===== config.mk =====
export PLATFORM = sky130hd
export DESIGN_NAME = nine_bit_async_serial_port
export DESIGN_NICKNAME = d
export VERILOG_FILES = /design/src/common/serial_port_pkg.sv /design/src/hw/rx_fifo.sv /design/src/hw/nine_bit_async_serial_port.sv
export SDC_FILE = /design/constraint.sdc
export NUM_CORES = 1
export LEC_CHECK = 0
export ABC_AREA = 1
export BUFFER_PORTS_ARGS = -buffer_cell sky130_fd_sc_hd__buf_2
export CAP_MARGIN = 10
export CORE_MARGIN = 2
export CORE_UTILIZATION = 55
export DETAILED_ROUTE_END_ITERATION = 6
export GPL_ROUTABILITY_DRIVEN = 0
export GPL_TIMING_DRIVEN = 1
export PLACE_DENSITY = 0.75
export SLEW_MARGIN = 0
export SYNTH_ARGS = -nofsm -noshare
export SYNTH_HDL_FRONTEND = slang
export SYNTH_HIERARCHICAL = 1
export SYNTH_SLANG_ARGS = --single-unit
export TNS_END_PERCENT = 50

===== constraint.sdc =====
create_clock -name clk -period 6.6 [get_ports clk]
set_clock_uncertainty 0.15 [all_clocks]
set_input_delay 0.66 -clock clk [delete_from_list [all_inputs] [get_ports clk]]
set_output_delay 0.66 -clock clk [all_outputs]
set_load 0.005 [all_outputs]

===== src/common/serial_port_pkg.sv =====
// Function
// - 8-bit mode: set rx done only if clear and multiproc off or stop one.
// - 8-bit accepted frame: stop bit to rx ninth bit, data to receive latch.
// - After each frame, wait for falling edge; rx done must be cleared first.
// - 9-bit frame: start 0, eight data LSB first, ninth bit, stop 1.
// - Buffer write copies tx ninth bit into shift register ninth position.
// - Transmit starts after next divide-by-16 rollover following the write.
// - 9-bit: start, nine bits, stop; tx done set as stop bit starts.
// - 9-bit fixed rate: clock over 64, or over 32 with baud doubler.
// - Receive only while enabled; starts on falling edge sampled every clock.
// - Start falling edge resets divide-by-16 counter at once.
// - Each bit is majority of samples at counter states 7, 8, 9.
// - Start bit not 0: abort, reset receiver, wait for new edge.
// - 9-bit accept: flag clear and multiproc off, or ninth one and address match.
// - 9-bit modes: received stop bit is not stored.
// - 9-bit variable mode: 9-bit framing with programmable baud timing.
// - Baud generator: 15-bit up counter started from high and low reload.
// - Variable rate: fsys over 16 times (32768 minus reload) plus fine.
// - Synchronous mode: shift rate fsys/12, or fsys/4 with multiproc set.
// - Given address compares only bits where the mask is one.
// - Broadcast address is address OR mask; zero bits don't care.
// - Reset clears slave address and mask, so any address is accepted.
// - Baud doubler sits at power control bit 7.
// - Baud generator runs only when enable bit 7 of high reload is set.
// - Fine adjust is a 4-bit field in bits 3 to 0.
package serial_port_pkg;
   localparam logic [1:0] MODE_SYNC = 2'h0;
   localparam logic [1:0] MODE_VAR8 = 2'h1;
   localparam logic [1:0] MODE_FIX9 = 2'h2;
   localparam logic [1:0] MODE_VAR9 = 2'h3;
   localparam int BAUD_DOUBLER_BIT = 7;
   localparam int BAUD_GEN_ENABLE_BIT = 7;
   localparam int FINE_MSB = 3;
   localparam logic [5:0] FIX_DIV64_LAST = 6'h3F;
   localparam logic [5:0] FIX_DIV32_LAST = 6'h1F;
   localparam logic [3:0] SYNC_DIV12_LAST = 4'hB;
   localparam logic [3:0] SYNC_DIV4_LAST = 4'h3;
   localparam logic [3:0] SAMPLE_A = 4'h7;
   localparam logic [3:0] SAMPLE_B = 4'h8;
   localparam logic [3:0] SAMPLE_C = 4'h9;
   localparam logic [3:0] LAST_PHASE = 4'hF;
   localparam logic [3:0] BITS_8 = 4'hA;
   localparam logic [3:0] BITS_9 = 4'hB;
   localparam logic [14:0] BAUD_RESET = 15'h0000;
   localparam logic [7:0] ADDR_RESET = 8'h00;
   localparam int FIFO_DEPTH = 8;
endpackage : serial_port_pkg


===== src/hw/rx_fifo.sv =====
`timescale 1ns/1ps
// Small synchronous FIFO between receiver and buffer latch
module rx_fifo #(
   parameter int WIDTH = 9,
   parameter int DEPTH = 8
) (
   input wire logic clk,
   input wire logic rst,
   input wire logic inValid,
   output logic inReady,
   input wire logic [WIDTH-1:0] inData,
   output logic outValid,
   input wire logic outReady,
   output logic [WIDTH-1:0] outData
);
   localparam int AW = $clog2(DEPTH);
   logic [WIDTH-1:0] mem [DEPTH];
   logic [AW-1:0] wrPtr_q;
   logic [AW-1:0] rdPtr_q;
   logic [AW:0] count_q;
   logic push;
   logic pop;

   // Honest full and empty from the occupancy count
   assign inReady = (count_q != AW'(0) + (AW+1)'(DEPTH)) ? 1'b1 : 1'b0;
   assign outValid = (count_q != '0);
   assign push = inValid && inReady;
   assign pop = outValid && outReady;
   assign outData = mem[rdPtr_q];

   always_ff @(posedge clk)
   begin
      if (push)
         mem[wrPtr_q] <= inData;
   end

   always_ff @(posedge clk or posedge rst)
   begin
      if (rst)
      begin
         wrPtr_q <= '0;
         rdPtr_q <= '0;
         count_q <= '0;
      end
      else
      begin
         if (push)
            wrPtr_q <= (wrPtr_q == AW'(DEPTH - 1)) ? '0 : wrPtr_q + 1'b1;
         if (pop)
            rdPtr_q <= (rdPtr_q == AW'(DEPTH - 1)) ? '0 : rdPtr_q + 1'b1;
         count_q <= count_q + (AW+1)'(push) - (AW+1)'(pop);
      end
   end
endmodule : rx_fifo


===== src/hw/nine_bit_async_serial_port.sv =====
`timescale 1ns/1ps
module nine_bit_async_serial_port
   import serial_port_pkg::*;
(
   input wire logic clk,
   input wire logic rst,
   input wire logic [1:0] serialMode,
   input wire logic multiprocEnable,
   input wire logic rxEnable,
   input wire logic txNinthBit,
   input wire logic [7:0] powerControl,
   input wire logic [7:0] baudReloadHigh,
   input wire logic [7:0] baudReloadLow,
   input wire logic [7:0] baudFine,
   input wire logic slaveAddrWrite,
   input wire logic [7:0] slaveAddrIn,
   input wire logic [7:0] slaveMaskIn,
   input wire logic bufferWrite,
   input wire logic [7:0] bufferWriteData,
   input wire logic rxDoneClear,
   input wire logic txDoneClear,
   input wire logic rxIn,
   output logic txOut,
   output logic [7:0] serialBuffer,
   output logic rxNinthBit,
   output logic rxDoneFlag,
   output logic txDoneFlag,
   output logic syncShiftTick,
   output logic [7:0] slaveAddress,
   output logic [7:0] slaveAddressMask
);
   typedef enum logic [1:0] {RX_IDLE, RX_BITS} rx_state_t;

   logic [14:0] baudCnt_q;
   logic [3:0] fineCnt_q;
   logic [5:0] fixCnt_q;
   logic [3:0] syncCnt_q;
   logic tick16;
   logic [3:0] txPhase_q;
   logic txRoll;
   logic txPending_q;
   logic txBusy_q;
   logic [9:0] txShift_q;
   logic [3:0] txBitCnt_q;
   rx_state_t rxState_q;
   logic [3:0] rxPhase_q;
   logic [3:0] rxBitCnt_q;
   logic [2:0] votes_q;
   logic [9:0] rxShift_q;
   logic rxPrev_q;
   logic nineBit;
   logic [3:0] frameBits;
   logic fifoInValid;
   logic fifoInReady;
   logic [8:0] fifoInData;
   logic fifoOutValid;
   logic fifoOutReady;
   logic [8:0] fifoOutData;
   logic voted;
   logic bitEnd;

   // Two-of-three majority
   function automatic logic majority(input logic [2:0] s);
      return (s[0] & s[1]) | (s[0] & s[2]) | (s[1] & s[2]);
   endfunction : majority

   // Given or broadcast address match; zero bits of the mask (given) or of address OR mask (broadcast) are don't care
   function automatic logic addrMatch(input logic [7:0] b, input logic [7:0] a, input logic [7:0] m);
      logic given;
      logic bcast;
      given = ((b ^ a) & m) == 8'h00;
      bcast = ((b ^ 8'hFF) & (a | m)) == 8'h00;
      return given | bcast;
   endfunction : addrMatch

   assign nineBit = serialMode[1];
   assign frameBits = nineBit ? BITS_9 : BITS_8;

   // Baud generator with fine adjust stretching each 16-tick period
   always_ff @(posedge clk or posedge rst)
   begin
      if (rst)
      begin
         baudCnt_q <= BAUD_RESET;
         fineCnt_q <= 4'h0;
         fixCnt_q <= 6'h00;
      end
      else
      begin
         fixCnt_q <= (fixCnt_q == (powerControl[BAUD_DOUBLER_BIT] ? FIX_DIV32_LAST : FIX_DIV64_LAST))
            ? 6'h00 : fixCnt_q + 6'h01;
         if (!baudReloadHigh[BAUD_GEN_ENABLE_BIT])
         begin
            baudCnt_q <= {baudReloadHigh[6:0], baudReloadLow};
            fineCnt_q <= 4'h0;
         end
         else if (fineCnt_q != 4'h0)
            fineCnt_q <= fineCnt_q - 4'h1;
         else if (baudCnt_q == 15'h7FFF)
         begin
            baudCnt_q <= {baudReloadHigh[6:0], baudReloadLow};
            fineCnt_q <= (txPhase_q == LAST_PHASE) ? baudFine[FINE_MSB:0] : 4'h0;
         end
         else
            baudCnt_q <= baudCnt_q + 15'h0001;
      end
   end

   // Sixteenth-bit tick: fixed divider for mode 2, generator for modes 1 and 3
   // Mode 2 ticks every 2 or 4 clocks, so sixteen ticks span fsys/32 or fsys/64
   assign tick16 = (serialMode == MODE_FIX9) ? (fixCnt_q[0] &&
      (powerControl[BAUD_DOUBLER_BIT] || fixCnt_q[1]))
      : (baudReloadHigh[BAUD_GEN_ENABLE_BIT] && fineCnt_q == 4'h0 && baudCnt_q == 15'h7FFF);

   // Synchronous-mode shift tick only; the rest of mode 0 is out of scope
   always_ff @(posedge clk or posedge rst)
   begin
      if (rst)
      begin
         syncCnt_q <= 4'h0;
         syncShiftTick <= 1'b0;
      end
      else
      begin
         syncCnt_q <= (syncCnt_q >= (multiprocEnable ? SYNC_DIV4_LAST : SYNC_DIV12_LAST)) ? 4'h0 : syncCnt_q + 4'h1;
         syncShiftTick <= (serialMode == MODE_SYNC) &&
            (syncCnt_q == (multiprocEnable ? SYNC_DIV4_LAST : SYNC_DIV12_LAST));
      end
   end

   // Transmit divide-by-16 counter, free running on ticks
   always_ff @(posedge clk or posedge rst)
   begin
      if (rst)
         txPhase_q <= 4'h0;
      else if (tick16)
         txPhase_q <= txPhase_q + 4'h1;
   end
   assign txRoll = tick16 && (txPhase_q == LAST_PHASE);

   // Transmitter: a write loads data and ninth bit, then waits for a rollover
   always_ff @(posedge clk or posedge rst)
   begin
      if (rst)
      begin
         txShift_q <= 10'h3FF;
         txPending_q <= 1'b0;
         txBusy_q <= 1'b0;
         txBitCnt_q <= 4'h0;
         txOut <= 1'b1;
      end
      else if (bufferWrite && !txBusy_q && !txPending_q)
      begin
         txShift_q <= nineBit ? {1'b1, txNinthBit, bufferWriteData}
            : {2'b11, bufferWriteData};
         txPending_q <= 1'b1;
      end
      else if (txRoll && txPending_q)
      begin
         txPending_q <= 1'b0;
         txBusy_q <= 1'b1;
         txOut <= 1'b0;
         txBitCnt_q <= 4'h1;
      end
      else if (txRoll && txBusy_q)
      begin
         txOut <= txShift_q[0];
         txShift_q <= {1'b1, txShift_q[9:1]};
         txBitCnt_q <= txBitCnt_q + 4'h1;
         if (txBitCnt_q == frameBits)
         begin
            txBusy_q <= 1'b0;
            txOut <= 1'b1;
         end
      end
   end

   // Transmit done raised as the stop bit starts; set wins over clear
   always_ff @(posedge clk or posedge rst)
   begin
      if (rst)
         txDoneFlag <= 1'b0;
      else if (txRoll && txBusy_q && txBitCnt_q == frameBits - 4'h1)
         txDoneFlag <= 1'b1;
      else if (txDoneClear)
         txDoneFlag <= 1'b0;
   end

   assign voted = majority(votes_q);
   assign bitEnd = tick16 && rxPhase_q == LAST_PHASE;

   // Receiver: edge detect, 16x phase, vote, start check, shift
   always_ff @(posedge clk or posedge rst)
   begin
      if (rst)
      begin
         rxState_q <= RX_IDLE;
         rxPhase_q <= 4'h0;
         rxBitCnt_q <= 4'h0;
         votes_q <= 3'h0;
         rxShift_q <= 10'h000;
         rxPrev_q <= 1'b1;
      end
      else
      begin
         rxPrev_q <= rxIn;
         unique case (rxState_q)
            RX_IDLE:
            begin
               if (rxEnable && !rxDoneFlag && rxPrev_q && !rxIn && serialMode != MODE_SYNC)
               begin
                  rxState_q <= RX_BITS;
                  rxPhase_q <= 4'h0;
                  rxBitCnt_q <= 4'h0;
               end
            end
            RX_BITS:
            begin
               if (tick16)
               begin
                  rxPhase_q <= rxPhase_q + 4'h1;
                  if (rxPhase_q == SAMPLE_A)
                     votes_q[0] <= rxIn;
                  if (rxPhase_q == SAMPLE_B)
                     votes_q[1] <= rxIn;
                  if (rxPhase_q == SAMPLE_C)
                     votes_q[2] <= rxIn;
               end
               if (!rxEnable)
                  rxState_q <= RX_IDLE;
               else if (bitEnd)
               begin
                  rxBitCnt_q <= rxBitCnt_q + 4'h1;
                  if (rxBitCnt_q == 4'h0 && voted)
                     rxState_q <= RX_IDLE;
                  else if (rxBitCnt_q != 4'h0)
                     rxShift_q <= {voted, rxShift_q[9:1]};
                  if (rxBitCnt_q == frameBits - 4'h1)
                     rxState_q <= RX_IDLE;
               end
            end
            default:
               rxState_q <= RX_IDLE;
         endcase
      end
   end

   // Acceptance of a completed frame into the FIFO
   always_comb
   begin
      fifoInValid = 1'b0;
      fifoInData = 9'h000;
      if (rxState_q == RX_BITS && rxEnable && bitEnd && rxBitCnt_q == frameBits - 4'h1)
      begin
         if (nineBit)
         begin
            // Shift holds eight data bits then ninth; the stop bit is dropped
            fifoInData = {rxShift_q[9], rxShift_q[8:1]};
            fifoInValid = !multiprocEnable ||
               (rxShift_q[9] && addrMatch(rxShift_q[8:1], slaveAddress, slaveAddressMask));
         end
         else
         begin
            fifoInData = {voted, rxShift_q[9:2]};
            fifoInValid = !multiprocEnable || voted;
         end
      end
   end

   rx_fifo #(
      .WIDTH(9),
      .DEPTH(FIFO_DEPTH)
   ) rxFifo (
      .clk(clk),
      .rst(rst),
      .inValid(fifoInValid),
      .inReady(fifoInReady),
      .inData(fifoInData),
      .outValid(fifoOutValid),
      .outReady(fifoOutReady),
      .outData(fifoOutData)
   );

   // Latch drains only while done flag is clear, one frame per flag
   assign fifoOutReady = !rxDoneFlag;

   always_ff @(posedge clk or posedge rst)
   begin
      if (rst)
      begin
         serialBuffer <= 8'h00;
         rxNinthBit <= 1'b0;
         rxDoneFlag <= 1'b0;
      end
      else if (fifoOutValid && fifoOutReady)
      begin
         serialBuffer <= fifoOutData[7:0];
         rxNinthBit <= fifoOutData[8];
         rxDoneFlag <= 1'b1;
      end
      else if (rxDoneClear)
         rxDoneFlag <= 1'b0;
   end

   // Address and mask registers, cleared by reset
   always_ff @(posedge clk or posedge rst)
   begin
      if (rst)
      begin
         slaveAddress <= ADDR_RESET;
         slaveAddressMask <= ADDR_RESET;
      end
      else if (slaveAddrWrite)
      begin
         slaveAddress <= slaveAddrIn;
         slaveAddressMask <= slaveMaskIn;
      end
   end

   property p_tx_start_after_roll;
      @(posedge clk) disable iff (rst) (txRoll && txPending_q) |=> (txOut == 1'b0 && txBusy_q);
   endproperty
   a_tx_start_after_roll: assert property (p_tx_start_after_roll) else $error("tx start misaligned");

   property p_rx_abort;
      @(posedge clk) disable iff (rst) (rxState_q == RX_BITS && rxEnable && bitEnd && rxBitCnt_q == 4'h0 && voted)
         |=> rxState_q == RX_IDLE;
   endproperty
   a_rx_abort: assert property (p_rx_abort) else $error("bad start not aborted");

   property p_addr_reset;
      @(posedge clk) disable iff (rst) $fell(rst) |-> slaveAddress == 8'h00;
   endproperty
   a_addr_reset: assert property (p_addr_reset) else $error("address not cleared");

   property p_tx_idle_high;
      @(posedge clk) disable iff (rst) (!txBusy_q) |-> txOut;
   endproperty
   a_tx_idle_high: assert property (p_tx_idle_high) else $error("idle line low");

   property p_rx_done_sticky;
      @(posedge clk) disable iff (rst) (rxDoneFlag && !rxDoneClear) |=> rxDoneFlag;
   endproperty
   a_rx_done_sticky: assert property (p_rx_done_sticky) else $error("rx done lost");

   property p_edge_resets_phase;
      @(posedge clk) disable iff (rst) (rxState_q == RX_IDLE ##1 rxState_q == RX_BITS) |-> rxPhase_q == 4'h0;
   endproperty
   a_edge_resets_phase: assert property (p_edge_resets_phase) else $error("phase not reset");

   property p_mp8_stop;
      @(posedge clk) disable iff (rst) (fifoInValid && !nineBit && multiprocEnable) |-> fifoInData[8];
   endproperty
   a_mp8_stop: assert property (p_mp8_stop) else $error("bad stop accepted");

   property p_mp9_addr;
      @(posedge clk) disable iff (rst) (fifoInValid && nineBit && multiprocEnable) |-> fifoInData[8];
   endproperty
   a_mp9_addr: assert property (p_mp9_addr) else $error("data byte accepted");

   property p_tx_done_at_stop;
      @(posedge clk) disable iff (rst) $rose(txDoneFlag) |-> (txOut && txBusy_q);
   endproperty
   a_tx_done_at_stop: assert property (p_tx_done_at_stop) else $error("tx done off the stop bit");

   property p_rx_latch;
      @(posedge clk) disable iff (rst) (fifoOutValid && fifoOutReady)
         |=> (rxDoneFlag && {rxNinthBit, serialBuffer} == $past(fifoOutData));
   endproperty
   a_rx_latch: assert property (p_rx_latch) else $error("latch or flag not loaded");

   c_addr_accept: cover property (@(posedge clk) fifoInValid && nineBit && multiprocEnable);
   c_frame_reject: cover property (@(posedge clk) rxState_q == RX_BITS && bitEnd
      && rxBitCnt_q == frameBits - 4'h1 && !fifoInValid);
   c_tx_done: cover property (@(posedge clk) $rose(txDoneFlag));
   c_rx_done: cover property (@(posedge clk) $rose(rxDoneFlag));
   c_abort: cover property (@(posedge clk) rxState_q == RX_BITS ##1 rxState_q == RX_IDLE && !fifoInValid);
endmodule : nine_bit_async_serial_port


## After elaboration in Yosys (flattened, before gate mapping)

Memories as Yosys holds them, arrays and structs flattened. A register that Yosys moved wholly into a read port is not among the register bits.
Index checks and enable logic that the tools add are counted.

| cells by class | value |
|---|---|
| $add $sub $neg | 13 |
| $mul | 0 |
| divide/modulo/power cells | 0 |
| magnitude comparators | 1 |
| equal/unequal tests | 25 |
| shift operators | 0 |
| muxes and demuxes | 52 |
| bitwise gates (word level) | 13 |
| reductions and logical operators | 57 |

Operators by type and width:

| operator | number |
|---|---|
| $mux W4 | 12 |
| $mux W15 | 3 |
| $mux W10 | 3 |
| $mux W9 | 3 |
| $logic_and A1 B1 Y1 | 22 |
| $add A4 B1 Y4 const B | 5 |
| $mux W1 | 19 |
| $reduce_and A3 Y1 | 6 |
| $and A8 B8 Y8 | 2 |
| $eq A4 B4 Y1 | 4 |
| $eq A4 B4 Y1 const B | 4 |
| $logic_not A8 Y1 | 2 |
| $pmux W4 S2 | 2 |
| $reduce_bool A2 Y1 | 8 |
| $add A15 B1 Y15 const B | 1 |
| $eq A15 B15 Y1 const B | 1 |
| $mux W6 | 2 |
| $ne A2 B2 Y1 const B | 6 |
| $reduce_bool A4 Y1 | 3 |
| $mux W2 | 5 |
| $logic_not A4 Y1 | 2 |
| $ne A4 B4 Y1 const B | 2 |
| $not A8 Y8 | 1 |
| $or A8 B8 Y8 | 1 |
| 25 further kinds | 42 |

| storage, ports and cells | value |
|---|---|
| register bits after elaboration | 103 |
| latch bits | 0 |
| bits in writable memories | 72 |
| bits in read-only memories | 0 |
| input bits | 68 |
| output and inout port bits | 29 |
| logic and storage cells | 188 |
| memories kept | 1 |

Memories:

| memory | depth | bits a word | rd ports | clocked after Yosys merged registers in | wr ports | line | text |
|---|---|---|---|---|---|---|---|
| rxFifo.mem | 8 | 9 | 1 | 1 | 1 | rx_fifo.sv:17 | `logic [WIDTH-1:0] mem [DEPTH];` |

## Longest topological paths before layout

| logic depth | value |
|---|---|
| word-level depth | 11 |
| gate-level depth with buffers | 19 |
| gate-level depth less buffers | 18 |

## By module

The synthesis kept the hierarchy.

By module, submodules not included:

| module | instances | cells each | area each (µm²) | sequential area each (µm²) |
|---|---|---|---|---|
| nine_bit_async_serial_port | 1 | 614 | 5126.2 | 2491.1 |
| rx_fifo | 1 | 385 | 3806.2 | 2412.3 |

## Least setup slack after synthesis

OpenSTA, ideal clock, no wires.

| timing | value |
|---|---|
| path type | input-to-reg |
| start point | input port serialMode[1] |
| end point | register rxFifo.count_q[2] |
| library setup time | 0.123 ns |
| data arrival time | 2.904 ns |
| data required time | 6.327 ns |
| path slack | 3.423 ns |
| stages on the path | 15 |
| path buffers | 1 |
| path through | inv_1 > nor2_1 > o211ai_1 > nand2_8 > nand3_4 > inv_2 > nand2_2 > nor2_1 > nand2_1 > buf_6 > ha_1 > inv_1 > ha_1 > fa_1 > xor2_1 |

| between the ends | value |
|---|---|
| word-level cells in the longest chain between the ends | 9 |
| elaborated cells between the ends (all ways) | 13 |
| those cells by class | add/sub (3); eq/ne (2); mux (4); reduce/logical (4) |

Ends and longest elaborated chain:

| element | line | text |
|---|---|---|
| from (decl) | nine_bit_async_serial_port.sv:7 | `input wire logic [1:0] serialMode,` |
| branches (longest 5 deep; another with $sub A4 B1 Y4) | - |  |
| $mux W1 * | nine_bit_async_serial_port.sv:253 | `if (rxState_q == RX_BITS && rxEnable && bitEnd && rxBitCnt_q == frameBits - 4'h1)` |
| net fifoInValid | nine_bit_async_serial_port.sv:53 | `logic fifoInValid;` |
| $logic_and A1 B1 Y1 * | rx_fifo.sv:27 | `assign push = inValid && inReady;` |
| $add A4 B1 Y4 * | rx_fifo.sv:51 | `count_q <= count_q + (AW+1)'(push) - (AW+1)'(pop);` |
| $sub A4 B1 Y4 * | rx_fifo.sv:51 |  |
| to (signal assigned) | rx_fifo.sv:51 |  |
| to (decl) | rx_fifo.sv:20 | `logic [AW:0] count_q;` |

Mark *: on every way through the listed nets, which the timed path passes.
A chain may end at the register's enable or synchronous reset.

## Worst setup path in the final report

| timing | value |
|---|---|
| start point | input port serialMode[1] |
| end point | memory rxFifo.mem[6][6], enable pin |

| between the ends | value |
|---|---|
| word-level cells in the longest chain between the ends | 9 |
| elaborated cells between the ends (all ways) | 13 |
| those cells by class | add/sub (1); eq/ne (2); mux (6); reduce/logical (4) |

Ends and longest elaborated chain:

| element | line | text |
|---|---|---|
| branches (longest 5 deep; another with $sub A4 B1 Y4) | - |  |
| $mux W1 * | nine_bit_async_serial_port.sv:253 |  |
| net fifoInValid | nine_bit_async_serial_port.sv:53 |  |
| $logic_and A1 B1 Y1 * | rx_fifo.sv:27 |  |
| $mux W1 * | rx_fifo.sv:33 | `if (push)` |
| $mux W1 (implied by the code) * | rx_fifo.sv:34 | `mem[wrPtr_q] <= inData;` |
| to (decl) | rx_fifo.sv:17 |  |

Marked as above.

==> impl_metrics.prom <==
# TYPE chip_impl_metric gauge
chip_impl_metric{name="final_layout_size_suffix_gt1_share",unit="%"} 15.44
chip_impl_metric{name="design.die.area",unit="sq mm"} 0.01728
chip_impl_metric{name="clkSinkCount",unit=""} 181
chip_impl_metric{name="fin_util",unit="%"} 63.62
chip_impl_metric{name="synth-seq-area-share",unit="%"} 54.90
chip_impl_metric{name="ctsLongestPathBuffers",unit=""} 2
chip_impl_metric{name="leakage",unit="nW"} 4.914
chip_impl_metric{name="drt_drc_violations_left",unit=""} 0
chip_impl_metric{name="irDropWorstVdd",unit="uV"} 226.4
chip_impl_info{name="synth_largest_area_cell",value="dfrtp_1"} 1
chip_impl_metric{name="die_width",unit="um"} 131.4
chip_impl_info{name="terminus_of_the_critical_flop_to_flop_path",value="rxFifo/mem[6][6]$_DFFE_PP_"} 1
chip_impl_metric{name="timing.final.crit_share",unit="%"} 57.55
chip_impl_metric{name="core_box_area",unit="sq mm"} 0.01589
chip_impl_metric{name="synthesis.nets",unit=""} 1090
chip_impl_metric{name="syn-instance-count",unit=""} 999
chip_impl_metric{name="synth_warn",unit=""} 6
chip_impl_metric{name="cts_post_setup_buffers_inserted",unit=""} 0
chip_impl_metric{name="worst_slew_margin_rel",unit="%"} 19.84
chip_impl_metric{name="io-pin-count",unit=""} 97
chip_impl_metric{name="die_h",unit="um"} 131.4
chip_impl_info{name="critPathKind",value="in2reg"} 1
chip_impl_metric{name="postSynth.asyncResetShare",unit="%"} 60.22
chip_impl_metric{name="synth_seq_cells",unit=""} 181
chip_impl_metric{name="avgRoutedWirePerCell",unit="um"} 13.46
chip_impl_metric{name="mappedNetlistArea",unit="sq mm"} 0.008932
chip_impl_metric{name="finalSetupViolations",unit=""} 0
chip_impl_metric{name="global_route_met1_usage",unit="%"} 25.97
chip_impl_info{name="cts_tree",value="done"} 1
chip_impl_metric{name="timing_max_transition_violations_final",unit=""} 0
chip_impl_metric{name="critical_path_peak_fanout",unit=""} 21
chip_impl_info{name="yosys-top-cells-area",value="dfrtp_1, edfxtp_1, nand2_1"} 1
chip_impl_metric{name="cts-htree-levels",unit=""} 4
chip_impl_metric{name="setup_total_negative_slack",unit="ns"} 0
chip_impl_metric{name="quantity_of_hold_fixing_buffers_added_after_cts",unit=""} 0
chip_impl_metric{name="grtUsageMet3",unit="%"} 4.707
chip_impl_metric{name="maxCapViolations",unit=""} 0
chip_impl_info{name="yosysMostFrequentCell",value="nand2_1"} 1
chip_impl_info{name="setup_repair_after_global_routing_missed_its_margin",value="false"} 1
chip_impl_metric{name="drt.antenna.violating_nets",unit=""} 0
chip_impl_metric{name="detail_route.wirelength",unit="um"} 17720
chip_impl_metric{name="core.rowCount",unit=""} 46
chip_impl_metric{name="crit_required",unit="ns"} 6.49
chip_impl_metric{name="gr-usage-all-layers",unit="%"} 21.24
chip_impl_metric{name="antennaDiodeCount",unit=""} 0
chip_impl_metric{name="viasPerCell",unit=""} 5.127
chip_impl_info{name="clockRootBuffer",value="clkbuf_16"} 1
chip_impl_metric{name="synthesis.area_per_instance",unit="sq um"} 8.941
chip_impl_info{name="synth_top_flop_cell",value="dfrtp_1"} 1
chip_impl_metric{name="drt_iter0_markers",unit=""} 465
chip_impl_metric{name="antenna_found_initial",unit=""} 0
chip_impl_info{name="worst_hold_path_type",value="in2async"} 1
chip_impl_info{name="busiest_layer",value="met2"} 1
chip_impl_metric{name="fmax",unit="GHz"} 0.2633
chip_impl_metric{name="drtPass1Iterations",unit=""} 5
chip_impl_info{name="ys_top_cells_by_count",value="nand2_1, inv_1, dfrtp_1"} 1
chip_impl_metric{name="clk_pin_slew_worst_paths",unit="ns"} 0.06
chip_impl_metric{name="wire_length_of_the_first_global_routing_pass",unit="um"} 29650
chip_impl_metric{name="route.vias.total",unit=""} 6752
chip_impl_info{name="run_status",value="finished clean"} 1
chip_impl_metric{name="tightestPinTransition",unit="ns"} 1.193
chip_impl_metric{name="ys_types",unit=""} 46
chip_impl_metric{name="io_buffer_count",unit=""} 85
chip_impl_metric{name="grt_start_max_net_pins",unit=""} 59
chip_impl_metric{name="dp.final_hpwl",unit="um"} 12190
chip_impl_metric{name="finalWorstPathRequiredPeriod",unit="ns"} 3.798
chip_impl_info{name="setup.worst_path.start_class",value="input pin"} 1
chip_impl_info{name="r2r_start",value="baudCnt_q[0]$_DFFE_PP0P_"} 1
chip_impl_metric{name="use_met2",unit="%"} 37.70
chip_impl_metric{name="cts-resized-gates",unit=""} 0
chip_impl_metric{name="synth_edf_count",unit=""} 72
chip_impl_metric{name="r2r.worst_path.cells",unit=""} 13
chip_impl_info{name="worstSetupEndpointType",value="register"} 1
chip_impl_metric{name="numCtsBuffers",unit=""} 17
chip_impl_metric{name="hold_violations",unit=""} 0
chip_impl_metric{name="clk_latency",unit="ns"} 0.43
chip_impl_metric{name="syn2layout_area_growth",unit="%"} 13.14
chip_impl_metric{name="initial_standard_cell_utilization_of_the_core",unit="%"} 56.23
chip_impl_metric{name="critical_path_arrival",unit="ns"} 3.69
chip_impl_metric{name="overflow",unit=""} 0
chip_impl_metric{name="synth.top_cell.area_share",unit="%"} 27.45
chip_impl_metric{name="grt_pass1_vias",unit=""} 6465
chip_impl_metric{name="power_per_cell_area",unit="mW/mm^2"} 361.4
chip_impl_metric{name="ff_to_ff_setup_slack",unit="ns"} 2.88
chip_impl_metric{name="nNetsFinal",unit=""} 1179
==> registers in the layout, indices dropped and copies added, names as in the netlist, 6 cells and up <==
signal	count
rxFifo/mem	72
baudCnt_q	15
rxShift_q	9
txShift_q	9
serialBuffer	8
slaveAddressMask	8
slaveAddress	8
fixCnt_q	6
==> area by class of cell <==
cell class                 instances  area, sq um
tap                              216        270.3
multi-input combinational        641         3284
clock buffer                      18        429.2
timing repair buffer              93        485.5
sequential                       181         4903
clock inverter                    14        152.6
inverter                         154        580.6
fill                            1356         5779
==> power breakdown <==
group,internal (W),switching [W]
Sequential,0.00139,0.000190
Clock,0.000562,0.000437
Combinational,0.000425,0.000652
==> layout by cell type, fill, tap and decap left out, types with 21 or more instances in the layout <==
cell	instances
dfrtp_1	98
nor2_1	56
buf_2	85
o21ai_0	68
nand2_1	289
edfxtp_1	72
nand3_1	83
a21oi_1	21
ha_1	22
inv_1	148
==> worst max-delay path, stage by stage <==
cell and delay, ns:
buf_2 0.33, inv_1 0.25, nor2_1 0.18, o211ai_1 0.21, nand2_8 0.19, nand3_4 0.13, inv_2 0.11, nand2_2 0.13
nor2_1 0.19, nand2_1 0.29, nor3_1 1.00
==> metrics by stage <==
step                      hold WS [ns]  setup slack (ns)  instances  area (sq um)  total power, W
after global routing            0.1149             2.527       1317         10110        0.003930
after CTS                      0.08327             2.746       1315         10090        0.003688
final                          0.09157             2.802       1317         10110        0.003652
after detailed placement        0.3020             2.294       1283          9509        0.002681
after floorplan                 0.2831             3.218        999          8932        0.002436
after global placement          0.2998             2.403       1283          9509        0.002629
==> routing by layer <==
metal / vias to the layer above / wire length [um] / share of wire [%]
met5: - / 0 / 0
met4: 0 / 150 / 0.85
met3: 13 / 669 / 3.8
met2: 121 / 9109 / 51
met1: 3224 / 7793 / 44
li1: 3394 / - / -
==> logic make-up (layout without fill, tap and decap cells) <==
| kind of cell | count (synthesis) | in the layout | synth area share (%) |
|---|---|---|---|
| AO/OA/AOI/OAI | 109 | 109 | 6.542 |
| multiplexers | 16 | 16 | 2.017 |
| buffers and inverters | 177 | 279 | 8.335 |
| flip-flops | 181 | 181 | 54.90 |
| adder cells (fa/ha/maj) | 24 | 24 | 3.418 |
| AND/OR/NAND/NOR | 473 | 473 | 22.93 |
| XOR/XNOR | 19 | 19 | 1.863 |
==> worst max path at each step <==
stage	from	to	slack [ns]	cells past startpoint
after floorplan	rst	baudCnt_q[0]$_DFFE_PP0P_	3.22	1
after global placement	serialMode[1]	rxFifo/mem[5][6]$_DFFE_PP_	2.40	11
after detailed placement	serialMode[1]	rxFifo/mem[4][5]$_DFFE_PP_	2.29	11
after CTS	serialMode[1]	rxFifo/mem[4][4]$_DFFE_PP_	2.75	11
after global routing	baudCnt_q[0]$_DFFE_PP0P_	rxFifo/mem[7][6]$_DFFE_PP_	2.53	13
final	serialMode[1]	rxFifo/mem[6][6]$_DFFE_PP_	2.80	11
(Power assumes the default switching activity.)
